### config.mk
export PLATFORM = sky130hd
export DESIGN_NAME = vpi_irq_enable
export DESIGN_NICKNAME = d
export VERILOG_FILES = /design/src/verilog/vpi_pkg.sv /design/src/verilog/vpi_irq_enable.sv /design/src/verilog/vpi_flag_cell.sv
export SDC_FILE = /design/constraint.sdc
export NUM_CORES = 1
export LEC_CHECK = 0
export BUFFER_PORTS_ARGS = -buffer_cell sky130_fd_sc_hd__buf_2
export CAP_MARGIN = 10
export CORE_MARGIN = 2
export CORE_UTILIZATION = 47
export CTS_BUF_LIST = sky130_fd_sc_hd__clkbuf_16
export DETAILED_ROUTE_END_ITERATION = 16
export HOLD_SLACK_MARGIN = 0.05
export PLACE_DENSITY_LB_ADDON = 0.08
export SETUP_SLACK_MARGIN = 0.5
export SLEW_MARGIN = 5
export SYNTH_ARGS = -nofsm -noshare
export SYNTH_HDL_FRONTEND = slang
export SYNTH_SLANG_ARGS = --single-unit
### constraint.sdc
create_clock -name pclk -period 2.18 [get_ports pclk]
set_input_delay 0.545 -clock pclk [delete_from_list [all_inputs] [get_ports pclk]]
set_output_delay 0.545 -clock pclk [all_outputs]
set_load 0.005 [all_outputs]
### src/verilog/vpi_pkg.sv
// Constants shared by the video port interrupt enable block.
// Assumes a 32-bit APB register bus and a 100 MHz peripheral clock.
package vpi_pkg;

  // ----------------------------------------------------------------
  // Register map
  // ----------------------------------------------------------------
  // Byte offset of the interrupt enable word.
  localparam logic [11:0] OFS_ENABLE = 12'h000;
  // Byte offset of the write-one-to-clear event flag word.
  localparam logic [11:0] OFS_FLAGS = 12'h004;

  // ----------------------------------------------------------------
  // Field positions, shared by the enable word and the flag word
  // ----------------------------------------------------------------
  localparam int B_GLOBAL = 0;
  localparam int B_CHA_OVR = 1;
  localparam int B_CHA_DONE = 2;
  localparam int B_CHA_SYNC = 3;
  localparam int B_CHA_F1V = 4;
  localparam int B_CHA_F2V = 5;
  localparam int B_CHA_SHORT = 6;
  localparam int B_CHA_LONG = 7;
  localparam int B_TC_COMPARE = 10;
  localparam int B_TC_TICK = 11;
  localparam int B_DISP_UNDER = 12;
  localparam int B_DISP_DONE = 13;
  localparam int B_DISP_UNACK = 14;
  localparam int B_GPIO = 16;
  localparam int B_CHB_OVR = 17;

  // ----------------------------------------------------------------
  // Masks and reset values
  // ----------------------------------------------------------------
  // Writable bits of the enable word; everything else reads zero.
  localparam logic [31:0] EN_MASK = 32'h0003_7CFF;
  // Implemented event flags; bit 0 has no event behind it.
  localparam logic [31:0] FLAG_MASK = 32'h0003_7CFE;
  // Both words come out of reset with everything disabled and clear.
  localparam logic [31:0] EN_RESET = 32'h0000_0000;
  localparam logic [31:0] FLAG_RESET = 32'h0000_0000;

endpackage : vpi_pkg

### src/verilog/vpi_irq_enable.sv
// Video port interrupt enable and event flag block with an APB slave.
// Assumes event pulses synchronous to pclk from the port's detectors.
//
// Summary of operation
// - Bit 17 gates channel B capture overrun.
// - Bit 16 gates general purpose I/O event.
// - Bit 14 gates display done unacknowledged.
// - Bit 13 gates display complete event.
// - Bit 12 gates display underrun event.
// - Bit 11 gates time clock tick.
// - Bit 10 gates time clock compare.
// - Bits 15, 9, 8 read zero, ignore writes.
// - Bit 7 gates channel A long field.
// - Bit 6 gates channel A short field.
// - Bit 5 gates channel A field 2 vertical.
// - Bit 4 gates channel A field 1 vertical.
// - Bit 3 gates channel A sync error.
// - Bit 2 gates channel A capture complete.
// - Bit 1 gates channel A capture overrun.
// - Bit 0 global enable, required for any interrupt.
// - Flag interrupts only while its enable set.
// - Writing one clears a flag; zero keeps.
`timescale 1ns/10ps
`default_nettype none

module vpi_irq_enable (
  // Clock and reset.
  input wire logic pclk,
  input wire logic presetn,
  // APB slave.
  input wire logic psel,
  input wire logic penable,
  input wire logic pwrite,
  input wire logic [11:0] paddr,
  input wire logic [31:0] pwdata,
  input wire logic [3:0] pstrb,
  output logic [31:0] prdata_q,
  output logic pready_q,
  output logic pslverr_q,
  // Event pulses from the port detectors, one per flag position.
  input wire logic [31:0] event_i,
  // Interrupt to the host processor.
  output logic irq_q
);

  // ----------------------------------------------------------------
  // Declarations
  // ----------------------------------------------------------------
  logic [31:0] en_q; // Interrupt enable word.
  logic [31:0] en_d; // Next enable word.
  logic [31:0] flag_q; // Sticky event flags.
  logic [31:0] hit; // Flags that have their own enable set.
  logic [31:0] wmask; // Bits touched by the byte strobes.
  logic access; // Completing access phase.
  logic setup; // Setup phase of a new transfer.
  logic sel_en; // Address selects the enable word.
  logic sel_flag; // Address selects the flag word.
  logic en_wr; // Enable word written at this edge.
  logic flag_wr; // Flag word written at this edge.
  logic [31:0] clr; // Per-bit clear request.
  logic irq_d; // Next interrupt level.

  // ----------------------------------------------------------------
  // Bus decode
  // ----------------------------------------------------------------
  // The slave answers one cycle after setup, so a write takes effect
  // at the edge that ends the first access cycle.
  assign setup = psel && !penable;
  assign access = psel && penable && pready_q;
  assign sel_en = (paddr == vpi_pkg::OFS_ENABLE);
  assign sel_flag = (paddr == vpi_pkg::OFS_FLAGS);
  assign en_wr = access && pwrite && sel_en;
  assign flag_wr = access && pwrite && sel_flag;

  // Byte strobes widen to a bit mask with one loop.
  genvar gb;
  generate
    for (gb = 0; gb < 4; gb++) begin : g_strb
      assign wmask[gb*8 +: 8] = {8{pstrb[gb]}};
    end
  endgenerate

  // ----------------------------------------------------------------
  // Enable word
  // ----------------------------------------------------------------
  // Only the documented enable bits accept data; reserved and
  // out-of-scope channel B bits stay zero whatever is written.
  always_comb begin
    en_d = en_q;
    if (en_wr) begin
      en_d = ((en_q & ~wmask) | (pwdata & wmask)) & vpi_pkg::EN_MASK;
    end
  end

  // The enable word resets to all disabled.
  always_ff @(posedge pclk or negedge presetn) begin
    if (!presetn) begin
      en_q <= vpi_pkg::EN_RESET;
    end else begin
      en_q <= en_d;
    end
  end

  // ----------------------------------------------------------------
  // Event flags
  // ----------------------------------------------------------------
  // A one in a written byte lane clears that flag; zeros keep it.
  assign clr = flag_wr ? (pwdata & wmask) : 32'h0000_0000;

  // One cell per position; unimplemented positions hold zero so the
  // word reads back clean.
  genvar gf;
  generate
    for (gf = 0; gf < 32; gf++) begin : g_flag
      vpi_flag_cell #(
        .IMPL(vpi_pkg::FLAG_MASK[gf])
      ) u_cell (
        .pclk(pclk),
        .presetn(presetn),
        .event_i(event_i[gf]),
        .clear_i(clr[gf]),
        .flag_q(flag_q[gf])
      );
    end
  endgenerate

  // A flag only falls where a one was written to it; a stray clear
  // would lose an event that software has not yet seen.
  flag_sticky_a:
    assert property (@(posedge pclk) disable iff (!presetn)
      ##1 (($past(flag_q) & ~$past(clr)) & ~flag_q) == 32'h0000_0000)
    else $error("Flag fell without a clear.");

  // ----------------------------------------------------------------
  // Interrupt gating
  // ----------------------------------------------------------------
  // Each flag reaches the interrupt only through its own enable bit.
  always_comb begin
    hit = 32'h0000_0000;
    hit[vpi_pkg::B_CHB_OVR] = flag_q[vpi_pkg::B_CHB_OVR] & en_q[vpi_pkg::B_CHB_OVR];
    hit[vpi_pkg::B_GPIO] = flag_q[vpi_pkg::B_GPIO] & en_q[vpi_pkg::B_GPIO];
    hit[vpi_pkg::B_DISP_UNACK] =
      flag_q[vpi_pkg::B_DISP_UNACK] & en_q[vpi_pkg::B_DISP_UNACK];
    hit[vpi_pkg::B_DISP_DONE] = flag_q[vpi_pkg::B_DISP_DONE] & en_q[vpi_pkg::B_DISP_DONE];
    hit[vpi_pkg::B_DISP_UNDER] =
      flag_q[vpi_pkg::B_DISP_UNDER] & en_q[vpi_pkg::B_DISP_UNDER];
    hit[vpi_pkg::B_TC_TICK] = flag_q[vpi_pkg::B_TC_TICK] & en_q[vpi_pkg::B_TC_TICK];
    hit[vpi_pkg::B_TC_COMPARE] =
      flag_q[vpi_pkg::B_TC_COMPARE] & en_q[vpi_pkg::B_TC_COMPARE];
    hit[vpi_pkg::B_CHA_LONG] = flag_q[vpi_pkg::B_CHA_LONG] & en_q[vpi_pkg::B_CHA_LONG];
    hit[vpi_pkg::B_CHA_SHORT] = flag_q[vpi_pkg::B_CHA_SHORT] & en_q[vpi_pkg::B_CHA_SHORT];
    hit[vpi_pkg::B_CHA_F2V] = flag_q[vpi_pkg::B_CHA_F2V] & en_q[vpi_pkg::B_CHA_F2V];
    hit[vpi_pkg::B_CHA_F1V] = flag_q[vpi_pkg::B_CHA_F1V] & en_q[vpi_pkg::B_CHA_F1V];
    hit[vpi_pkg::B_CHA_SYNC] = flag_q[vpi_pkg::B_CHA_SYNC] & en_q[vpi_pkg::B_CHA_SYNC];
    hit[vpi_pkg::B_CHA_DONE] = flag_q[vpi_pkg::B_CHA_DONE] & en_q[vpi_pkg::B_CHA_DONE];
    hit[vpi_pkg::B_CHA_OVR] = flag_q[vpi_pkg::B_CHA_OVR] & en_q[vpi_pkg::B_CHA_OVR];
  end

  // The global bit is the last gate; nothing leaves without it.
  assign irq_d = en_q[vpi_pkg::B_GLOBAL] && (|hit);

  // Each source on its own: with only its flag up, the output one edge
  // later follows that source's enable and the global bit, nothing else.
  chb_overrun_gate_a:
    assert property (@(posedge pclk) disable iff (!presetn)
      (flag_q == (32'h1 << vpi_pkg::B_CHB_OVR))
      |=> irq_q == $past(en_q[vpi_pkg::B_CHB_OVR] && en_q[vpi_pkg::B_GLOBAL]))
    else $error("Channel B overrun flag not gated by its enable.");

  gpio_gate_a:
    assert property (@(posedge pclk) disable iff (!presetn)
      (flag_q == (32'h1 << vpi_pkg::B_GPIO))
      |=> irq_q == $past(en_q[vpi_pkg::B_GPIO] && en_q[vpi_pkg::B_GLOBAL]))
    else $error("General purpose flag not gated by its enable.");

  unacked_gate_a:
    assert property (@(posedge pclk) disable iff (!presetn)
      (flag_q == (32'h1 << vpi_pkg::B_DISP_UNACK))
      |=> irq_q == $past(en_q[vpi_pkg::B_DISP_UNACK] && en_q[vpi_pkg::B_GLOBAL]))
    else $error("Display unacknowledged flag not gated by its enable.");

  disp_done_gate_a:
    assert property (@(posedge pclk) disable iff (!presetn)
      (flag_q == (32'h1 << vpi_pkg::B_DISP_DONE))
      |=> irq_q == $past(en_q[vpi_pkg::B_DISP_DONE] && en_q[vpi_pkg::B_GLOBAL]))
    else $error("Display complete flag not gated by its enable.");

  underrun_gate_a:
    assert property (@(posedge pclk) disable iff (!presetn)
      (flag_q == (32'h1 << vpi_pkg::B_DISP_UNDER))
      |=> irq_q == $past(en_q[vpi_pkg::B_DISP_UNDER] && en_q[vpi_pkg::B_GLOBAL]))
    else $error("Display underrun flag not gated by its enable.");

  tick_gate_a:
    assert property (@(posedge pclk) disable iff (!presetn)
      (flag_q == (32'h1 << vpi_pkg::B_TC_TICK))
      |=> irq_q == $past(en_q[vpi_pkg::B_TC_TICK] && en_q[vpi_pkg::B_GLOBAL]))
    else $error("Time clock tick flag not gated by its enable.");

  compare_gate_a:
    assert property (@(posedge pclk) disable iff (!presetn)
      (flag_q == (32'h1 << vpi_pkg::B_TC_COMPARE))
      |=> irq_q == $past(en_q[vpi_pkg::B_TC_COMPARE] && en_q[vpi_pkg::B_GLOBAL]))
    else $error("Time clock compare flag not gated by its enable.");

  long_field_gate_a:
    assert property (@(posedge pclk) disable iff (!presetn)
      (flag_q == (32'h1 << vpi_pkg::B_CHA_LONG))
      |=> irq_q == $past(en_q[vpi_pkg::B_CHA_LONG] && en_q[vpi_pkg::B_GLOBAL]))
    else $error("Long field flag not gated by its enable.");

  short_field_gate_a:
    assert property (@(posedge pclk) disable iff (!presetn)
      (flag_q == (32'h1 << vpi_pkg::B_CHA_SHORT))
      |=> irq_q == $past(en_q[vpi_pkg::B_CHA_SHORT] && en_q[vpi_pkg::B_GLOBAL]))
    else $error("Short field flag not gated by its enable.");

  field2_gate_a:
    assert property (@(posedge pclk) disable iff (!presetn)
      (flag_q == (32'h1 << vpi_pkg::B_CHA_F2V))
      |=> irq_q == $past(en_q[vpi_pkg::B_CHA_F2V] && en_q[vpi_pkg::B_GLOBAL]))
    else $error("Field 2 vertical flag not gated by its enable.");

  field1_gate_a:
    assert property (@(posedge pclk) disable iff (!presetn)
      (flag_q == (32'h1 << vpi_pkg::B_CHA_F1V))
      |=> irq_q == $past(en_q[vpi_pkg::B_CHA_F1V] && en_q[vpi_pkg::B_GLOBAL]))
    else $error("Field 1 vertical flag not gated by its enable.");

  sync_error_gate_a:
    assert property (@(posedge pclk) disable iff (!presetn)
      (flag_q == (32'h1 << vpi_pkg::B_CHA_SYNC))
      |=> irq_q == $past(en_q[vpi_pkg::B_CHA_SYNC] && en_q[vpi_pkg::B_GLOBAL]))
    else $error("Sync error flag not gated by its enable.");

  capture_done_gate_a:
    assert property (@(posedge pclk) disable iff (!presetn)
      (flag_q == (32'h1 << vpi_pkg::B_CHA_DONE))
      |=> irq_q == $past(en_q[vpi_pkg::B_CHA_DONE] && en_q[vpi_pkg::B_GLOBAL]))
    else $error("Capture complete flag not gated by its enable.");

  cha_overrun_gate_a:
    assert property (@(posedge pclk) disable iff (!presetn)
      (flag_q == (32'h1 << vpi_pkg::B_CHA_OVR))
      |=> irq_q == $past(en_q[vpi_pkg::B_CHA_OVR] && en_q[vpi_pkg::B_GLOBAL]))
    else $error("Channel A overrun flag not gated by its enable.");

  // The output is registered, so it trails the flags by one edge;
  // the host sees a clean level with no decode glitches.
  always_ff @(posedge pclk or negedge presetn) begin
    if (!presetn) begin
      irq_q <= 1'b0;
    end else begin
      irq_q <= irq_d;
    end
  end

  // ----------------------------------------------------------------
  // Bus answer
  // ----------------------------------------------------------------
  // Ready rises for exactly the first access cycle of each transfer.
  always_ff @(posedge pclk or negedge presetn) begin
    if (!presetn) begin
      pready_q <= 1'b0;
    end else begin
      pready_q <= setup;
    end
  end

  // Unmapped addresses answer with an error and change nothing.
  always_ff @(posedge pclk or negedge presetn) begin
    if (!presetn) begin
      pslverr_q <= 1'b0;
    end else if (setup) begin
      pslverr_q <= !(sel_en || sel_flag);
    end else begin
      pslverr_q <= 1'b0;
    end
  end

  // Read data is captured in setup; reserved bits are already zero.
  always_ff @(posedge pclk or negedge presetn) begin
    if (!presetn) begin
      prdata_q <= 32'h0000_0000;
    end else if (setup && !pwrite && sel_en) begin
      prdata_q <= en_q;
    end else if (setup && !pwrite && sel_flag) begin
      prdata_q <= flag_q;
    end else begin
      prdata_q <= 32'h0000_0000;
    end
  end

  // ----------------------------------------------------------------
  // Assertions
  // ----------------------------------------------------------------
  reserved_en_zero_a:
    assert property (@(posedge pclk) disable iff (!presetn)
      (en_q & ~vpi_pkg::EN_MASK) == 32'h0000_0000)
    else $error("Reserved enable bit is set.");

  enable_write_a:
    assert property (@(posedge pclk) disable iff (!presetn)
      (en_wr && pstrb == 4'hF) |=> (en_q == ($past(pwdata) & vpi_pkg::EN_MASK)))
    else $error("Enable word did not take the written value.");

  global_gate_a:
    assert property (@(posedge pclk) disable iff (!presetn)
      !en_q[vpi_pkg::B_GLOBAL] |=> !irq_q)
    else $error("Interrupt raised with global enable clear.");

  irq_cause_a:
    assert property (@(posedge pclk) disable iff (!presetn)
      ##1 irq_q == $past(en_q[0] && ((flag_q & en_q & vpi_pkg::FLAG_MASK) != 32'h0)))
    else $error("Interrupt level does not match enabled flags.");

  flag_clear_a:
    assert property (@(posedge pclk) disable iff (!presetn)
      (flag_wr && pstrb == 4'hF && event_i == 32'h0)
      |=> flag_q == ($past(flag_q) & ~$past(pwdata)))
    else $error("Flag word did not clear as written.");

  set_wins_a:
    assert property (@(posedge pclk) disable iff (!presetn)
      ##1 (($past(event_i) & vpi_pkg::FLAG_MASK) & ~flag_q) == 32'h0)
    else $error("Event lost against a clear.");

  ready_timing_a:
    assert property (@(posedge pclk) disable iff (!presetn)
      (psel && !penable) |=> pready_q ##1 !pready_q)
    else $error("Ready not a single cycle after setup.");

  read_enable_a:
    assert property (@(posedge pclk) disable iff (!presetn)
      (setup && !pwrite && sel_en) |=> (prdata_q == $past(en_q)) && !pslverr_q)
    else $error("Enable word read back wrong.");

  slverr_decode_a:
    assert property (@(posedge pclk) disable iff (!presetn)
      setup |=> pslverr_q == !$past(sel_en || sel_flag))
    else $error("Error answer does not match the address decode.");

  read_flags_a:
    assert property (@(posedge pclk) disable iff (!presetn)
      (setup && !pwrite && sel_flag) |=> prdata_q == $past(flag_q))
    else $error("Flag word read back wrong.");

  // Read data stays zero outside the access cycle, so a host that
  // samples late sees nothing stale.
  idle_rdata_a:
    assert property (@(posedge pclk) disable iff (!presetn)
      !pready_q |-> prdata_q == 32'h0000_0000)
    else $error("Read data not zero outside an access.");

endmodule // vpi_irq_enable

`default_nettype wire

### src/verilog/vpi_flag_cell.sv
// One sticky event flag with write-one-to-clear and set priority.
// Assumes the event is a pulse synchronous to pclk.
`timescale 1ns/10ps
`default_nettype none

module vpi_flag_cell #(
  parameter logic IMPL = 1'b1
) (
  // Clock and reset.
  input wire logic pclk,
  input wire logic presetn,
  // Event and software clear.
  input wire logic event_i,
  input wire logic clear_i,
  // Flag state.
  output logic flag_q
);

  // ----------------------------------------------------------------
  // Flag storage
  // ----------------------------------------------------------------
  logic flag_d; // Next value of the flag.

  // An event in the same cycle as a clear keeps the flag set, so a
  // late event is never swallowed by a software clear.
  always_comb begin
    flag_d = flag_q;
    if (clear_i) begin
      flag_d = 1'b0;
    end
    if (event_i) begin
      flag_d = 1'b1;
    end
    if (!IMPL) begin
      flag_d = 1'b0;
    end
  end

  // The flag resets clear.
  always_ff @(posedge pclk or negedge presetn) begin
    if (!presetn) begin
      flag_q <= 1'b0;
    end else begin
      flag_q <= flag_d;
    end
  end

endmodule // vpi_flag_cell

`default_nettype wire

### Yosys cells after proc, flatten, opt, wreduce, memory -nomap -nowiden

Cells that the tools add are included.
W data, S select, Z words.

| storage, ports and cells | value |
|---|---|
| register bits | 64 |
| bits of input ports | 85 |

| cells by class | value |
|---|---|
| bitwise gates (word level) | 18 |
| equality and inequality tests | 1 |
| multiplexer cells | 32 |
| reduce and logical (&&, ||, !) cells | 30 |

Operator list:

| kind | number |
|---|---|
| $and A18 B18 Y18 | 2 |
| $mux W18 | 2 |
| $mux W32 | 1 |
| $mux W1 | 29 |
| $reduce_bool A2 Y1 | 14 |
| $not A18 Y18 | 1 |
| $or A18 B18 Y18 | 1 |
| $and A1 B1 Y1 | 14 |
| $reduce_or A14 Y1 | 1 |
| $eq A12 B3 Y1 const B | 1 |
| $logic_not A12 Y1 | 1 |
| $logic_and A1 B1 Y1 | 10 |
| $logic_not A1 Y1 | 3 |
| $logic_or A1 B1 Y1 | 1 |

### Depth between registers and ports, before layout

| logic depth | value |
|---|---|
| word-level depth | 7 |
| depth in mapped cells | 6 |
| mapped depth without buffers | 4 |

### Hierarchy

Synthesis repeated with hierarchy kept, for this count alone.

| unflattened totals | value |
|---|---|
| cell total of the unflattened synthesis | 259 |
| area total of the unflattened synthesis | 2,942.8 µm² |

Modules (own cells, without submodules):

| module | cells an instance | area each (µm²) | instances |
|---|---|---|---|
| vpi_irq_enable | 181 | 2,232.1 | 1 |
| vpi_flag_cell (g_flag[10].u_cell ...) | 3 | 36.3 | 14 |
| vpi_flag_cell (g_flag[0].u_cell ...) | 2 | 11.3 | 18 |

### Least setup slack after synthesis

No wires, ideal clock.

| path | value |
|---|---|
| kind | in2reg |
| from | input port paddr[5] |
| to | register with a tool-made name |
| cell stages on the path | 6 |
| buffers on the path | 2 |
| setup slack | 392 ps |
| library setup time | 125 ps |
| data required time | 2,055 ps |
| data arrival time | 1,663 ps |
| path through | nor4_1 > and3_1 > buf_6 > and3_4 > buf_12 > mux2_4 |

RTL lines:

| item | line | text |
|---|---|---|
| from (decl) | vpi_irq_enable.sv:34 | `input wire logic [11:0] paddr,` |

==> summary.md <==
| Metric | Value |
|---|---|
| Outcome | completed |
| IO Port Bufs | 66 |
| Final Critical Period | 1.64 ns |
| Critical path class | input pin to flop |
| Worst IR Drop VDD | 0.000338 V |
| Place WS | 0.0437 ns |
| Mapped cell area | 2130 um^2 |
| Routed Antenna Nets | 0 |
| Share of async-settable or async-resettable flops after synthesis | 100% |
| Synth warn | 0 |
| Post-DP Area | 2460 um^2 |
| Min-Delay Path Class | input pin to asynchronous set/reset pin |
| Die H | 71.3 um |
| Most frequent cells in the layout | 64 x buf_2, 47 x dfrtp_1, 18 x nor2_1 |
| CTS H-Tree Depth | 2 |
| Die area | 5080 um^2 |
| Setup crit start kind | input pin |
| First-pass GRT wire length | 7560 um |
| Utilization after layout | 60.8% |
| Final Slew Violations | 0 |
| Final Hold Viols | 0 |
| Tot Pwr | 1.70 mW |
| # IOs | 120 |
| Slowest CP cell | and3_4 |
| Pleak | 1.35 nW |
| Placer Congestion | 0.796 |
| Fillers | 359 |
| Worst-path clk slew | 0.06 ns |
| Actual slew at the worst max-slew pin | 0.530 ns |
| Area occupied by multi-input gates | 835 um^2 |
| Worst EP required | 2.35 ns |
| Clock buffer count from CTS | 5 |
| Drt wl/cell | 16.2 um |
| Gate Count Post-Synth | 172 |
| Yosys reg bits | 47 |
| Clk root buf | clkbuf_16 |
| Primary FF master, synth | dfrtp_1 |
| Final TNS setup | 0 ns |
| CP most frequent cell | and3_4 |
| Core box area | 4350 um^2 |
| FP Rows | 24 |
| Clk_skew | 0.00545 ns |
| Final Cycle Share | 75.4% |
| Clk sinks | 47 |
| Routed wire length | 4810 um |
| Initial core utilization | 48.8% |
| Crit-path max FO | 8 |
| Post-synth cell types | 26 |
| Crit end category | flop |
| Number of nets in the layout | 330 |
| Seq/Total Area, Yosys | 55.3% |
| RSZ-0062 raised after global routing | yes |
| CP peak stage delay | 0.32 ns |
| Die X | 71.3 um |
| Vias after detailed routing | 1573 |
| GRT overflow | 0 |
| Max-cap violations | 0 |
| Critical path arrival | 1.81 ns |
| Initial DRC count | 69 |
| CTS tree | done |
| Vias in the first global route | 1593 |
| Initial antenna violation count | 0 |
| Cts hold-fix bufs | 0 |
| Setup-failing EPs final | 0 |
| Most common cell after layout, fill and taps aside | buf_2 |
| Worst path cell trace | buf_2, nor4_2, and3_4, and3_4, mux2_4 |
| Clk_lat worst skew | 0.28 ns |
| Slack of the critical path | 0.537 ns |
| DRC | 0 |
| Dpl hpwl | 3670 um |
| Storage cell area | 1180 um^2 |
| Slew Limit Headroom | 64.7% |
| R2R Setup Slk | 0.70 ns |
| Clock Tree Buf Depth | 2 |
| PwrDens | 643 nW/um^2 |
| Fmax | 0.609 GHz |
| Pin count of the biggest net entering global routing | 27 |
| Drt first pass iters | 4 |
| Diode count | 0 |
| Tot GR Track Use | 19.6% |
| Syn avg cell area | 12.4 um^2 |
| Vias/cell | 5.30 |
| Post-route cell area | 2650 um^2 |
| Layout cells sized above 1 | 41.6% |
| P&R area growth vs syn | 24.5% |
| Post-synth EDFFs | 0 |
-- Yosys cell counts (2+ instances only) --
library cell	instances	share of area [%]
a21o_1	14	4.9
a22oi_1	5	1.8
and3_1	3	0.88
buf_2	5	1.2
buf_4	18	6.4
dfrtp_1	47	55
inv_1	2	0.35
mux2_2	7	3.7
mux2_4	8	5.7
mux2i_1	14	6.6
nand3_1	2	0.47
nand4_1	15	4.4
nor2_1	18	3.2
nor4_1	2	0.59
-- final cells by class --
cell class,count,area share (%)
Inverter,2,0.284
Sequential cell,47,44.4
Clock inverter,2,0.331
Tap cell,52,2.46
Timing Repair Buffer,76,16.3
Clock buffer,5,4.73
Multi-Input combinational cell,113,31.5
-- report_power, final --
group	switching (mW)	internal (mW)
Combinational	0.0653	0.0526
Sequential	0.000590	0.874
Clock	0.296	0.412
Total	0.362	1.34
-- kinds of logic after synthesis --
logic type / after synthesis / synth area share, %
compound gates: 22 / 7.89
simple gates: 45 / 11.1
mux: 29 / 16.0
flops: 47 / 55.3
other cells: 1 / 0.176
buf+inv: 28 / 9.53
-- worst max-delay path: cells and delay by family --
| kind | cells | cell delay, ns |
|---|---|---|
| buf+inv | 1 | 0.10 |
| simple gates | 3 | 0.84 |
| mux | 1 | 0.32 |
-- stage by stage --
stage / hold WS, ns / std cells
2_1_floorplan: 0.249 / 188
3_3_place_gp: 0.489 / 288
3_5_place_dp: 0.501 / 288
4_1_cts: 0.245 / 297
5_1_grt: 0.275 / 297
6_report: 0.230 / 297
-- worst paths after layout --
kind                                         startpoint                          to  cells after the start
worst max register to register                 pready_q                        flop                      4
max in group asynchronous                       presetn                prdata_q[12]                      2
worst min-delay path                            presetn  asynchronous set/reset pin                      1
worst max-delay path                           paddr[5]                        flop                      5
min in group pclk                            event_i[1]     g_flag[1].u_cell.flag_q                      2
worst min register to register  g_flag[1].u_cell.flag_q     g_flag[1].u_cell.flag_q                      1
-- metal layers --
layer  global-route usage, %  vias to the layer above  routed length (um)
li1                        -                      726                   -
met1                    24.2                      768                1980
met2                    33.1                       71                2440
met3                    5.06                        8                 314
met4                    7.55                        0                  76
met5                       0                        -                   0
-- what timing repair did --
action / in CTS / in global routing
gates resized for setup: 4 / 4
pin swaps: 1 / 2
setup endpoints to repair: 29 / 30
gates cloned: 0 / 0
buffers inserted: 2 / 0
Power figures use the tool's default switching activity.
